[src/hdl/vgatg_consts.vh]
// constants for the 640x480 raster timing generator
// assumes a 25 MHz pixel clock on i_clock
`ifndef VGATG_CONSTS_VH
`define VGATG_CONSTS_VH
`define VGATG_CLK_HZ        25000000
`define VGATG_H_VISIBLE     10'h280
`define VGATG_H_PRE_BLANK   10'h010
`define VGATG_H_PULSE       10'h060
`define VGATG_H_POST_BLANK  10'h030
`define VGATG_H_TOTAL       10'h320
`define VGATG_V_VISIBLE     10'h1E0
`define VGATG_V_PRE_BLANK   10'h00A
`define VGATG_V_PULSE       10'h002
`define VGATG_V_POST_BLANK  10'h01D
`define VGATG_V_TOTAL       10'h209
`define VGATG_CNT_RESET     10'h000
`endif

[src/hdl/vgatg_top.v]
// raster timing generator: 640x480, pixel and row counters, syncs, colour gate
// assumes i_clock is the 25 MHz pixel clock and colour data arrives same-clock
`timescale 1ns/10ps
`default_nettype none
`include "vgatg_consts.vh"
module vgatg_top #(
  parameter CW = 4                                 // bits per colour channel
) (
  input  wire          i_clock,                    // pixel clock, 25 MHz
  input  wire          i_nrst,                     // async reset, active low
  input  wire          i_mono_mode,                // three-bit colour mode
  input  wire [CW-1:0] i_red,                      // red pixel value
  input  wire [CW-1:0] i_green,                    // green pixel value
  input  wire [CW-1:0] i_blue,                     // blue pixel value
  output wire [9:0]    o_pixel_x,                  // pixel address
  output wire [9:0]    o_pixel_y,                  // row address
  output wire          o_active,                   // position is visible
  output reg           o_line_sync_pulse_n,        // line sync, active low
  output reg           o_frame_sync_pulse_n,       // frame sync, active low
  output reg  [CW-1:0] o_red,                      // red to ladder
  output reg  [CW-1:0] o_green,                    // green to ladder
  output reg  [CW-1:0] o_blue                      // blue to ladder
);
  // phase codes shared by both axes
  localparam [1:0] PH_VISIBLE    = 2'b00;
  localparam [1:0] PH_PRE_BLANK  = 2'b01;
  localparam [1:0] PH_PULSE      = 2'b10;
  localparam [1:0] PH_POST_BLANK = 2'b11;

  // pixel and row counters
  reg  [9:0]    h_q;
  reg  [9:0]    h_d;
  reg  [9:0]    v_q;
  reg  [9:0]    v_d;
  // phase of each axis, following its counter
  reg  [1:0]    h_phase_q;
  reg  [1:0]    h_phase_d;
  reg  [1:0]    v_phase_q;
  reg  [1:0]    v_phase_d;
  // decoded syncs, visibility and gated colour
  reg           line_sync_d;
  reg           frame_sync_d;
  reg           h_visible;
  reg           v_visible;
  reg  [CW-1:0] red_d;
  reg  [CW-1:0] green_d;
  reg  [CW-1:0] blue_d;
  wire          h_last;
  wire          v_last;
  wire          line_step;

  // true on the final count of a period
  function vgatg_is_last;
    input [9:0] cnt;
    input [9:0] total;
    begin
      vgatg_is_last = (cnt == total - 10'h001);
    end
  endfunction

  // next count, wrapping after the final count
  function [9:0] vgatg_step;
    input [9:0] cnt;
    input [9:0] total;
    begin
      if (vgatg_is_last(cnt, total)) begin
        vgatg_step = `VGATG_CNT_RESET;
      end else begin
        vgatg_step = cnt + 10'h001;
      end
    end
  endfunction

  // visible, pre-sync blank, pulse or post-sync blank for a count
  function [1:0] vgatg_phase;
    input [9:0] cnt;
    input [9:0] vis;
    input [9:0] pre;
    input [9:0] pw;
    reg   [9:0] sync_first;
    reg   [9:0] sync_end;
    begin
      sync_first = vis + pre;
      sync_end   = sync_first + pw;
      if (cnt < vis) begin
        vgatg_phase = PH_VISIBLE;
      end else if (cnt < sync_first) begin
        vgatg_phase = PH_PRE_BLANK;
      end else if (cnt < sync_end) begin
        vgatg_phase = PH_PULSE;
      end else begin
        vgatg_phase = PH_POST_BLANK;
      end
    end
  endfunction

  // channel value, msb copied to all bits in three-bit mode
  function [CW-1:0] vgatg_chan;
    input [CW-1:0] val;
    input          mono;
    begin
      if (mono) begin
        vgatg_chan = {CW{val[CW-1]}};
      end else begin
        vgatg_chan = val;
      end
    end
  endfunction

  assign h_last    = vgatg_is_last(h_q, `VGATG_H_TOTAL);
  assign v_last    = vgatg_is_last(v_q, `VGATG_V_TOTAL);
  // row steps at the line end, a fixed offset from the line sync
  assign line_step = h_last;
  assign o_pixel_x = h_q;
  assign o_pixel_y = v_q;
  assign o_active  = h_visible && v_visible;

  // pixel counter, free running on the pixel clock
  always @* begin
    h_d = vgatg_step(h_q, `VGATG_H_TOTAL);
  end

  // row counter, one step per line
  always @* begin
    v_d = v_q;
    if (line_step) begin
      v_d = vgatg_step(v_q, `VGATG_V_TOTAL);
    end
  end

  // horizontal phase of the next count
  always @* begin
    h_phase_d = vgatg_phase(h_d,
                            `VGATG_H_VISIBLE,
                            `VGATG_H_PRE_BLANK,
                            `VGATG_H_PULSE);
  end

  // vertical phase of the next count
  always @* begin
    v_phase_d = vgatg_phase(v_d,
                            `VGATG_V_VISIBLE,
                            `VGATG_V_PRE_BLANK,
                            `VGATG_V_PULSE);
  end

  // horizontal decode: visibility and line sync
  always @* begin
    h_visible   = 1'b0;
    line_sync_d = 1'b1;
    case (h_phase_q)
      PH_VISIBLE: begin
        h_visible = 1'b1;
      end
      PH_PRE_BLANK: begin
        h_visible = 1'b0;
      end
      PH_PULSE: begin
        line_sync_d = 1'b0;
      end
      PH_POST_BLANK: begin
        h_visible = 1'b0;
      end
      default: begin
        h_visible   = 1'b0;
        line_sync_d = 1'b1;
      end
    endcase
  end

  // vertical decode: visibility and frame sync
  always @* begin
    v_visible    = 1'b0;
    frame_sync_d = 1'b1;
    case (v_phase_q)
      PH_VISIBLE: begin
        v_visible = 1'b1;
      end
      PH_PRE_BLANK: begin
        v_visible = 1'b0;
      end
      PH_PULSE: begin
        frame_sync_d = 1'b0;
      end
      PH_POST_BLANK: begin
        v_visible = 1'b0;
      end
      default: begin
        v_visible    = 1'b0;
        frame_sync_d = 1'b1;
      end
    endcase
  end

  // red gate: zero outside the visible region
  always @* begin
    red_d = {CW{1'b0}};
    if (o_active) begin
      red_d = vgatg_chan(i_red, i_mono_mode);
    end
  end

  // green gate
  always @* begin
    green_d = {CW{1'b0}};
    if (o_active) begin
      green_d = vgatg_chan(i_green, i_mono_mode);
    end
  end

  // blue gate
  always @* begin
    blue_d = {CW{1'b0}};
    if (o_active) begin
      blue_d = vgatg_chan(i_blue, i_mono_mode);
    end
  end

  // pixel counter register, reset to the first visible pixel
  always @(posedge i_clock or negedge i_nrst) begin
    if (!i_nrst) begin
      h_q <= `VGATG_CNT_RESET;
    end else begin
      h_q <= h_d;
    end
  end

  // row counter register
  always @(posedge i_clock or negedge i_nrst) begin
    if (!i_nrst) begin
      v_q <= `VGATG_CNT_RESET;
    end else begin
      v_q <= v_d;
    end
  end

  // horizontal phase register, always matching h_q
  always @(posedge i_clock or negedge i_nrst) begin
    if (!i_nrst) begin
      h_phase_q <= PH_VISIBLE;
    end else begin
      h_phase_q <= h_phase_d;
    end
  end

  // vertical phase register, always matching v_q
  always @(posedge i_clock or negedge i_nrst) begin
    if (!i_nrst) begin
      v_phase_q <= PH_VISIBLE;
    end else begin
      v_phase_q <= v_phase_d;
    end
  end

  // line sync, one clock behind the counter like the colour
  always @(posedge i_clock or negedge i_nrst) begin
    if (!i_nrst) begin
      o_line_sync_pulse_n <= 1'b1;
    end else begin
      o_line_sync_pulse_n <= line_sync_d;
    end
  end

  // frame sync, same alignment as the line sync
  always @(posedge i_clock or negedge i_nrst) begin
    if (!i_nrst) begin
      o_frame_sync_pulse_n <= 1'b1;
    end else begin
      o_frame_sync_pulse_n <= frame_sync_d;
    end
  end

  // red output register
  always @(posedge i_clock or negedge i_nrst) begin
    if (!i_nrst) begin
      o_red <= {CW{1'b0}};
    end else begin
      o_red <= red_d;
    end
  end

  // green output register
  always @(posedge i_clock or negedge i_nrst) begin
    if (!i_nrst) begin
      o_green <= {CW{1'b0}};
    end else begin
      o_green <= green_d;
    end
  end

  // blue output register
  always @(posedge i_clock or negedge i_nrst) begin
    if (!i_nrst) begin
      o_blue <= {CW{1'b0}};
    end else begin
      o_blue <= blue_d;
    end
  end
endmodule // vgatg_top
`default_nettype wire

[config.mk]
export PLATFORM = sky130hd
export DESIGN_NAME = vgatg_top
export DESIGN_NICKNAME = d
export VERILOG_FILES = /design/src/hdl/vgatg_top.v
export VERILOG_INCLUDE_DIRS = /design/src /design/src/hdl
export SDC_FILE = /design/constraint.sdc
export NUM_CORES = 1
export LEC_CHECK = 0
export BUFFER_PORTS_ARGS = -buffer_cell sky130_fd_sc_hd__buf_2
export CORE_ASPECT_RATIO = 1.25
export CORE_UTILIZATION = 54
export CTS_BUF_LIST = sky130_fd_sc_hd__clkbuf_2 sky130_fd_sc_hd__clkbuf_4 sky130_fd_sc_hd__clkbuf_8
export CTS_CLUSTER_SIZE = 12
export DETAILED_ROUTE_END_ITERATION = 10
export HOLD_SLACK_MARGIN = 0.02
export PLACE_DENSITY = 0.89
export REMOVE_ABC_BUFFERS = 1
export SYNTH_ARGS = -nofsm -noshare
export SYNTH_HDL_FRONTEND = slang
export SYNTH_SLANG_ARGS = --single-unit
[constraint.sdc]
create_clock -name i_clock -period 4.15 [get_ports i_clock]
set_input_delay 0 -clock i_clock [delete_from_list [all_inputs] [get_ports i_clock]]
set_output_delay 0 -clock i_clock [all_outputs]
set_load 0.02 [all_outputs]
==> results.md, run 1 <==
* Post-DP HPWL at 2931 um
* Post-synthesis sequential area ratio at 47.60%
* Period utilization at 55.38%
* Post-CTS setup buffers at 0
* Leading area contributor after synthesis: dfrtp_1
* Slew Limit Fails at 0
* Post-Synthesis Cells at 189
* Cells along the critical path: ha_1 -> nand4_4 -> nor3_4 -> nand4_1 -> mux2_4 -> a41o_1
* IO Port Bufs at 49
* P&R area growth vs syn at 23.36%
* DP Worst Slack at 1.873 ns
* Cell Pwr Density at 276.5 nW/um2
* Rows at 24
* Synthesis warning total at 0
* Setup TNS at 0 ns
* Largest fanout on the critical path at 14
* Nets@finish at 268
* Max stage delay cell, worst path: nor3_4
* RSZ-0062 raised after global routing: false
* DRC viols at 0
* Worst-Margin Slew at 0.8088 ns
* Leakage power at 0.001133 uW
* Min-Delay Path Class: in2reg
* Logic pwr share at 7.7%
* Clock sink count at 38
* DR vias at 1670
* Crit. End Element: register
* Io pins at 50
* Met2 Use GR at 40.00%
* CTS tree: built
* Slew margin rel. at 46.08%
* Cell area after synthesis at 2003 um2
* Clock buffer depth at 2
* GR peak layer: met2
* Initial DRC Count at 82
* Clk pwr share at 36.7%
* Fillers at 262
* Dominant synthesized flop cell: dfrtp_1
* Net switching power at 158.6 uW
* Sw Ratio at 23.21%
* Per-cell routed wire length at 15.26 um
* Post-synth top area share at 44.97%
* CTS Hold Bufs at 13
* Int Power at 524.6 uW
* Critical path data required time at 4.33 ns
* CORE AREA at 3513 um2
* Antenna violations before repair at 0
* Final Hold Vio Count at 0
* CTS Buf Count at 5
* Multi-input gate area at 980.9 um2
* CTS root buffer: clkbuf_8
* Post-route setup slack at 1.852 ns
* Antenna diodes at 0
* Die H at 70.10 um
* IR drop worst, VDD at 0.2612 mV
* Distinct cells, synth at 50
* Largest net degree at the start of global routing at 39
* Gr ovfl total at 0
* Post-synth EDFFs at 0
* Status: finished, final reports clean
* Post-CTS Resized at 0
* Initial core utilization at 57.02%
* Post-Syn Area per Cell at 10.60 um2
* Post-synthesis async set-or-reset flop share at 100.0%
* Clk_skew at 0.004680 ns
* CP startpoint kind: register
* Clock Latency Late Sink at 0.29 ns
* Sequential Area at 953.4 um2
* Sequential Power Share at 55.6%
* Max Freq at 0.4351 GHz
* Yosys reg bits at 38
* Share of layout cells above drive strength 1 at 27.49%
* Critical path type: reg2reg
* Grt met3 use at 5.556%
* Fin crit period at 2.298 ns
* Synth top area cells: dfrtp_1 45%, nand2b_1 4.4%, xnor2_1 3.9%, a21oi_1 3.0%, nand3_1 2.7%
* Crit-path max cell delay at 0.49 ns
* Number of global-route vias before repair at 1614
* Final antenna-violating net count at 0
* Die width at 56.48 um
* RePlAce Congestion at 0.8492
* Max-Cap Viols at 0
* Clock transition at the registers of the reported paths at 0.07 ns
* First-pass GRT wire length at 7486 um
* GR met1 Demand/Resource at 31.68%
* DR vias/cell at 5.759
* Final wirelength at 4425 um
* Die Area at 3959 um2
* WP data arrival at 2.48 ns
* Setup-failing EPs final at 0
* Tot GR Track Use at 24.73%
* H-tree depth at 2
* Drt first pass iters at 4
synthesized netlist by cell type, types with 4 or more instances:
library cell	instances
and2_1	7
a41o_1	4
dfrtp_1	36
nor2_1	4
a21oi_1	12
nand3_1	11
buf_2	4
nand2_1	13
a21o_1	4
inv_1	7
xnor2_1	9
o21ai_0	7
nand2b_1	14
worst max-delay path: cells and delay by family, from the launching register on:
family,cells,cell delay (ns)
multiplexers,1,0.36
AND/OR/NAND/NOR,3,0.89
adder cells (fa/ha/maj),1,0.32
AO/OA/AOI/OAI,1,0.21
flip-flops,1,0.41
stage by stage:
step | hold WS (ns) | instance area, um2 | instances | total power (uW) | utilization [%]
finish | 0.07296 | 2471 | 290 | 683.2 | 70.33
floorplan | -0.2956 | 1961 | 181 | 407.1 | -
global placement | 0.1317 | 2255 | 269 | 429.5 | 64.17
detailed placement | 0.1407 | 2255 | 269 | 430.3 | 64.17
CTS | 0.06523 | 2471 | 290 | 689.7 | 70.33
global route | 0.08067 | 2471 | 290 | 712.4 | 70.33
cells by family after synthesis:
family	count (synthesis)	share of synthesized area, %
buffers and inverters	15	3.436
adders and majority gates	3	1.874
muxes	2	1.249
xor gates and xnor gates	12	5.247
DFF	38	47.60
and+or+nand+nor	77	26.23
AOI/OAI and AO/OA	42	14.37
area by class of cell:
cell class | instances | share of cell area [%]
multi-input cells | 136 | 39.70
flip-flops and latches | 38 | 38.58
repair buffers | 62 | 15.19
clock buffers | 6 | 3.089
well taps | 39 | 1.975
inverters | 7 | 1.063
clock inverters | 2 | 0.4051
cell usage in the layout, fill, tap and decap left out, types with 4 or more instances in the layout:
master	instances
dlygate4sd3_1	13
a21o_1	4
nand2_1	13
clkbuf_8	5
nand2b_1	14
dfrtp_1	36
inv_1	7
xnor2_1	9
o21ai_0	7
a41o_1	4
buf_2	49
nor2_1	4
and2_1	7
a21oi_1	12
nand3_1	11
power by group through the flow:
stage                     logic (uW)  clock network [uW]  registers [uW]
final                           52.7                 250             380
after global routing            58.4                 274             380
after CTS                       52.5                 257             380
after detailed placement        43.2                   0             387
after global placement          42.9                   0             387
after floorplan                 8.52                   0             399
per-layer routing:
layer  routed length, um  up-vias
met5                   0        -
met4                  64        0
met3                 243        6
met2                2231       59
met1                1885      799
li1                    -      806
flip-flops by register name, summed over array words and instances, names as in the netlist:
register,flops
h_phase_q,2
o_red,4
o_pixel_y,10
v_phase_q,2
o_frame_sync_pulse_n,1
o_green,4
o_blue,4
o_line_sync_pulse_n,1
o_pixel_x,10
worst paths after layout:
kind / start / cells past startpoint / slack (ns) / endpoint
max: o_pixel_x[0] / 6 / 1.85 / v_phase_q[1]
min: i_mono_mode / 3 / 0.07 / o_red[0]
max reg2reg: o_pixel_x[0] / 6 / 1.85 / v_phase_q[1]
min reg2reg: v_phase_q[1] / 1 / 0.41 / o_frame_sync_pulse_n
max in group asynchronous: i_nrst / 2 / 3.29 / o_pixel_x[9]
min in group asynchronous: i_nrst / 2 / 0.35 / o_red[0]
Power figures use the tool's default switching activity.
==> inputs of run 2 (changes only) <==
- clock period: 4.15 -> 2.2 ns (I/O delays scaled with it)
==> results.md, run 2 (synthesized netlist as in run 1, its figures left out) <==
* Status: finished, final reports clean
* Die H at 70.10 um (unchanged)
* Slew Limit Fails at 0 (unchanged)
* Die width at 56.48 um (unchanged)
* CORE AREA at 3513 um2 (unchanged)
* Io pins at 50 (unchanged)
* Cell Pwr Density at 515.3 nW/um2 (+86%)
* H-tree depth at 2 (unchanged)
* Max-Cap Viols at 0 (unchanged)
* Non-filler instance count after layout at 298 (+2.8%)
* Final antenna-violating net count at 0 (unchanged)
* Clk_skew at 0.003684 ns (-0.0009959 ns)
* Clock Latency Late Sink at 0.29 ns (about the same)
* CP startpoint kind: register
* Slew margin rel. at 45.09% (-0.99 points)
* Rows at 24 (unchanged)
* Die Area at 3959 um2 (unchanged)
* Worst hold slack at 0.08347 ns (+0.01051 ns)
* Final Hold Vio Count at 0 (unchanged)
* Critical path type: reg2reg
* Clock buffer depth at 2 (unchanged)
* Commonest non-fill, non-tap cells in the layout: 49 x buf_2, 36 x dfrtp_1, 14 x nand2b_1, 13 x nand2_1, 13 x dlygate4sd3_1
* Clock sink count at 38 (unchanged)
* First-pass GRT wire length at 7693 um (+2.8%)
* Largest net degree at the start of global routing at 39 (unchanged)
* Crit. End Element: register
* Dpl cells at 277 (+3.0%)
* Multi-input gate area at 984.7 um2 (+0.38%)
* Antenna diodes at 0 (unchanged)
* WP data arrival at 2.27 ns (-0.21 ns)
* Share of layout cells above drive strength 1 at 30.12% (+2.6 points)
* Critical path data required time at 2.38 ns (-1.95 ns)
* DR vias/cell at 5.775 (+0.29%)
* IO Port Bufs at 49 (unchanged)
* Commonest non-fill, non-tap cell in the layout: buf_2
* RePlAce Congestion at 0.9057 (+6.7%)
* DR vias at 1721 (+3.1%)
* IR drop worst, VDD at 0.4357 mV (+67%)
* Number of global-route vias before repair at 1619 (+0.31%)
* Setup-failing EPs final at 0 (unchanged)
* Final wirelength at 4590 um (+3.7%)
* Fillers at 255 (-2.7%)
* Worst-Margin Slew at 0.8236 ns (+0.01480 ns)
* CTS Buf Count at 5 (unchanged)
* Gr ovfl total at 0 (unchanged)
* CTS root buffer: clkbuf_8
* Nets@finish at 276 (+3.0%)
* Max Freq at 0.4793 GHz (+10%)
* Antenna violations before repair at 0 (unchanged)
* Min-Delay Path Class: in2reg
* P&R area growth vs syn at 26.98%
* Tot GR Track Use at 25.36% (+0.64 points)
* Leakage power at 0.001172 uW (+3.4%)
* Post-CTS setup buffers at 0 (unchanged)
* Largest fanout on the critical path at 6 (-8)
* Post-DP HPWL at 2998 um (+2.3%)
* Initial DRC Count at 86 (+4.9%)
* Drt first pass iters at 4 (unchanged)
* Fin crit period at 2.087 ns (-0.2116 ns)
* Initial core utilization at 57.02% (unchanged)
* Period utilization at 94.84% (+39 points)
* Clock transition at the registers of the reported paths at 0.07 ns (about the same)
* Setup TNS at 0 ns (unchanged)
* CTS tree: built
* Per-cell routed wire length at 15.40 um (+0.94%)
* Sequential Area at 953.4 um2 (unchanged)
* DRC viols at 0 (unchanged)
==> run 2: cell types whose count changed in the layout (fill, tap and decap cells not counted) <==
| cell | delta |
|---|---|
| a2111oi_0 | -1 |
| a2111oi_1 | +1 |
| buf_4 | +8 |
| clkbuf_4 | -1 |
| clkbuf_8 | +1 |
| clkinv_2 | -1 |
| clkinvlp_4 | +1 |
| ha_1 | -1 |
| ha_2 | +1 |
==> run 2: area by class of cell <==
type / count / area share [%]
clock buffer: 6 / 3.246
clock inverter: 2 / 0.4919
inverter: 7 / 1.033
multi-input combinational: 136 / 38.71
sequential: 38 / 37.48
tap: 39 / 1.918
timing repair buffer: 70 / 17.12
==> run 2: metrics by stage <==
step	cell area [um2]	total power (uW)	util (%)	worst slack [ns]
final	2544	1311	72.40	0.1135
after global routing	2544	1371	72.40	-0.02125
after CTS	2540	1325	72.29	0.01492
after detailed placement	2315	812.5	65.88	0.04312
after global placement	2315	810.1	65.88	0.1821
after floorplan	1961	767.9	-	0.02950
==> run 2: final timing paths <==
kind                              startpoint                   end  slack, ns  cells past startpoint
worst max-delay path            o_pixel_x[0]          v_phase_q[1]       0.11                      6
worst min-delay path             i_mono_mode              o_red[0]       0.08                      3
worst max register to register  o_pixel_x[0]          v_phase_q[1]       0.11                      6
worst min register to register  v_phase_q[1]  o_frame_sync_pulse_n       0.41                      1
max in group asynchronous             i_nrst             o_blue[1]       1.35                      2
min in group asynchronous             i_nrst              o_red[2]       0.34                      2
==> run 2: worst max-delay path, stage by stage, from the launching register on <==
cell       delay [ns]
dfrtp_1          0.41
ha_2             0.28
and4_1           0.32
nand3_2          0.18
a2111oi_1        0.46
o21bai_1         0.12
a41o_1           0.22
==> run 2: layer usage <==
layer | part of all wire, % | vias up | global-route usage (%) | routed length [um]
met5 | 0 | - | 0 | 0
met4 | 1.5 | 0 | 10.03 | 69
met3 | 6.1 | 8 | 5.370 | 278
met2 | 51 | 74 | 42.88 | 2336
met1 | 42 | 819 | 31.29 | 1907
li1 | - | 820 | - | -
==> run 2: power by group <==
group          total (uW)  internal, uW  leakage, uW  switching, uW
Sequential            717           714     0.000485           3.87
Combinational         101          44.3     0.000640           56.7
Clock                 492           252    0.0000472            241
Total                1310          1010      0.00117            301
==> run 2: repair_timing <==
action | 4_1_cts | 5_1_grt
hold buffers | 13 | 0
gates resized for setup | 0 | 2
endpoints found under the setup margin | 0 | 1
endpoints found under the hold margin | 48 | 0
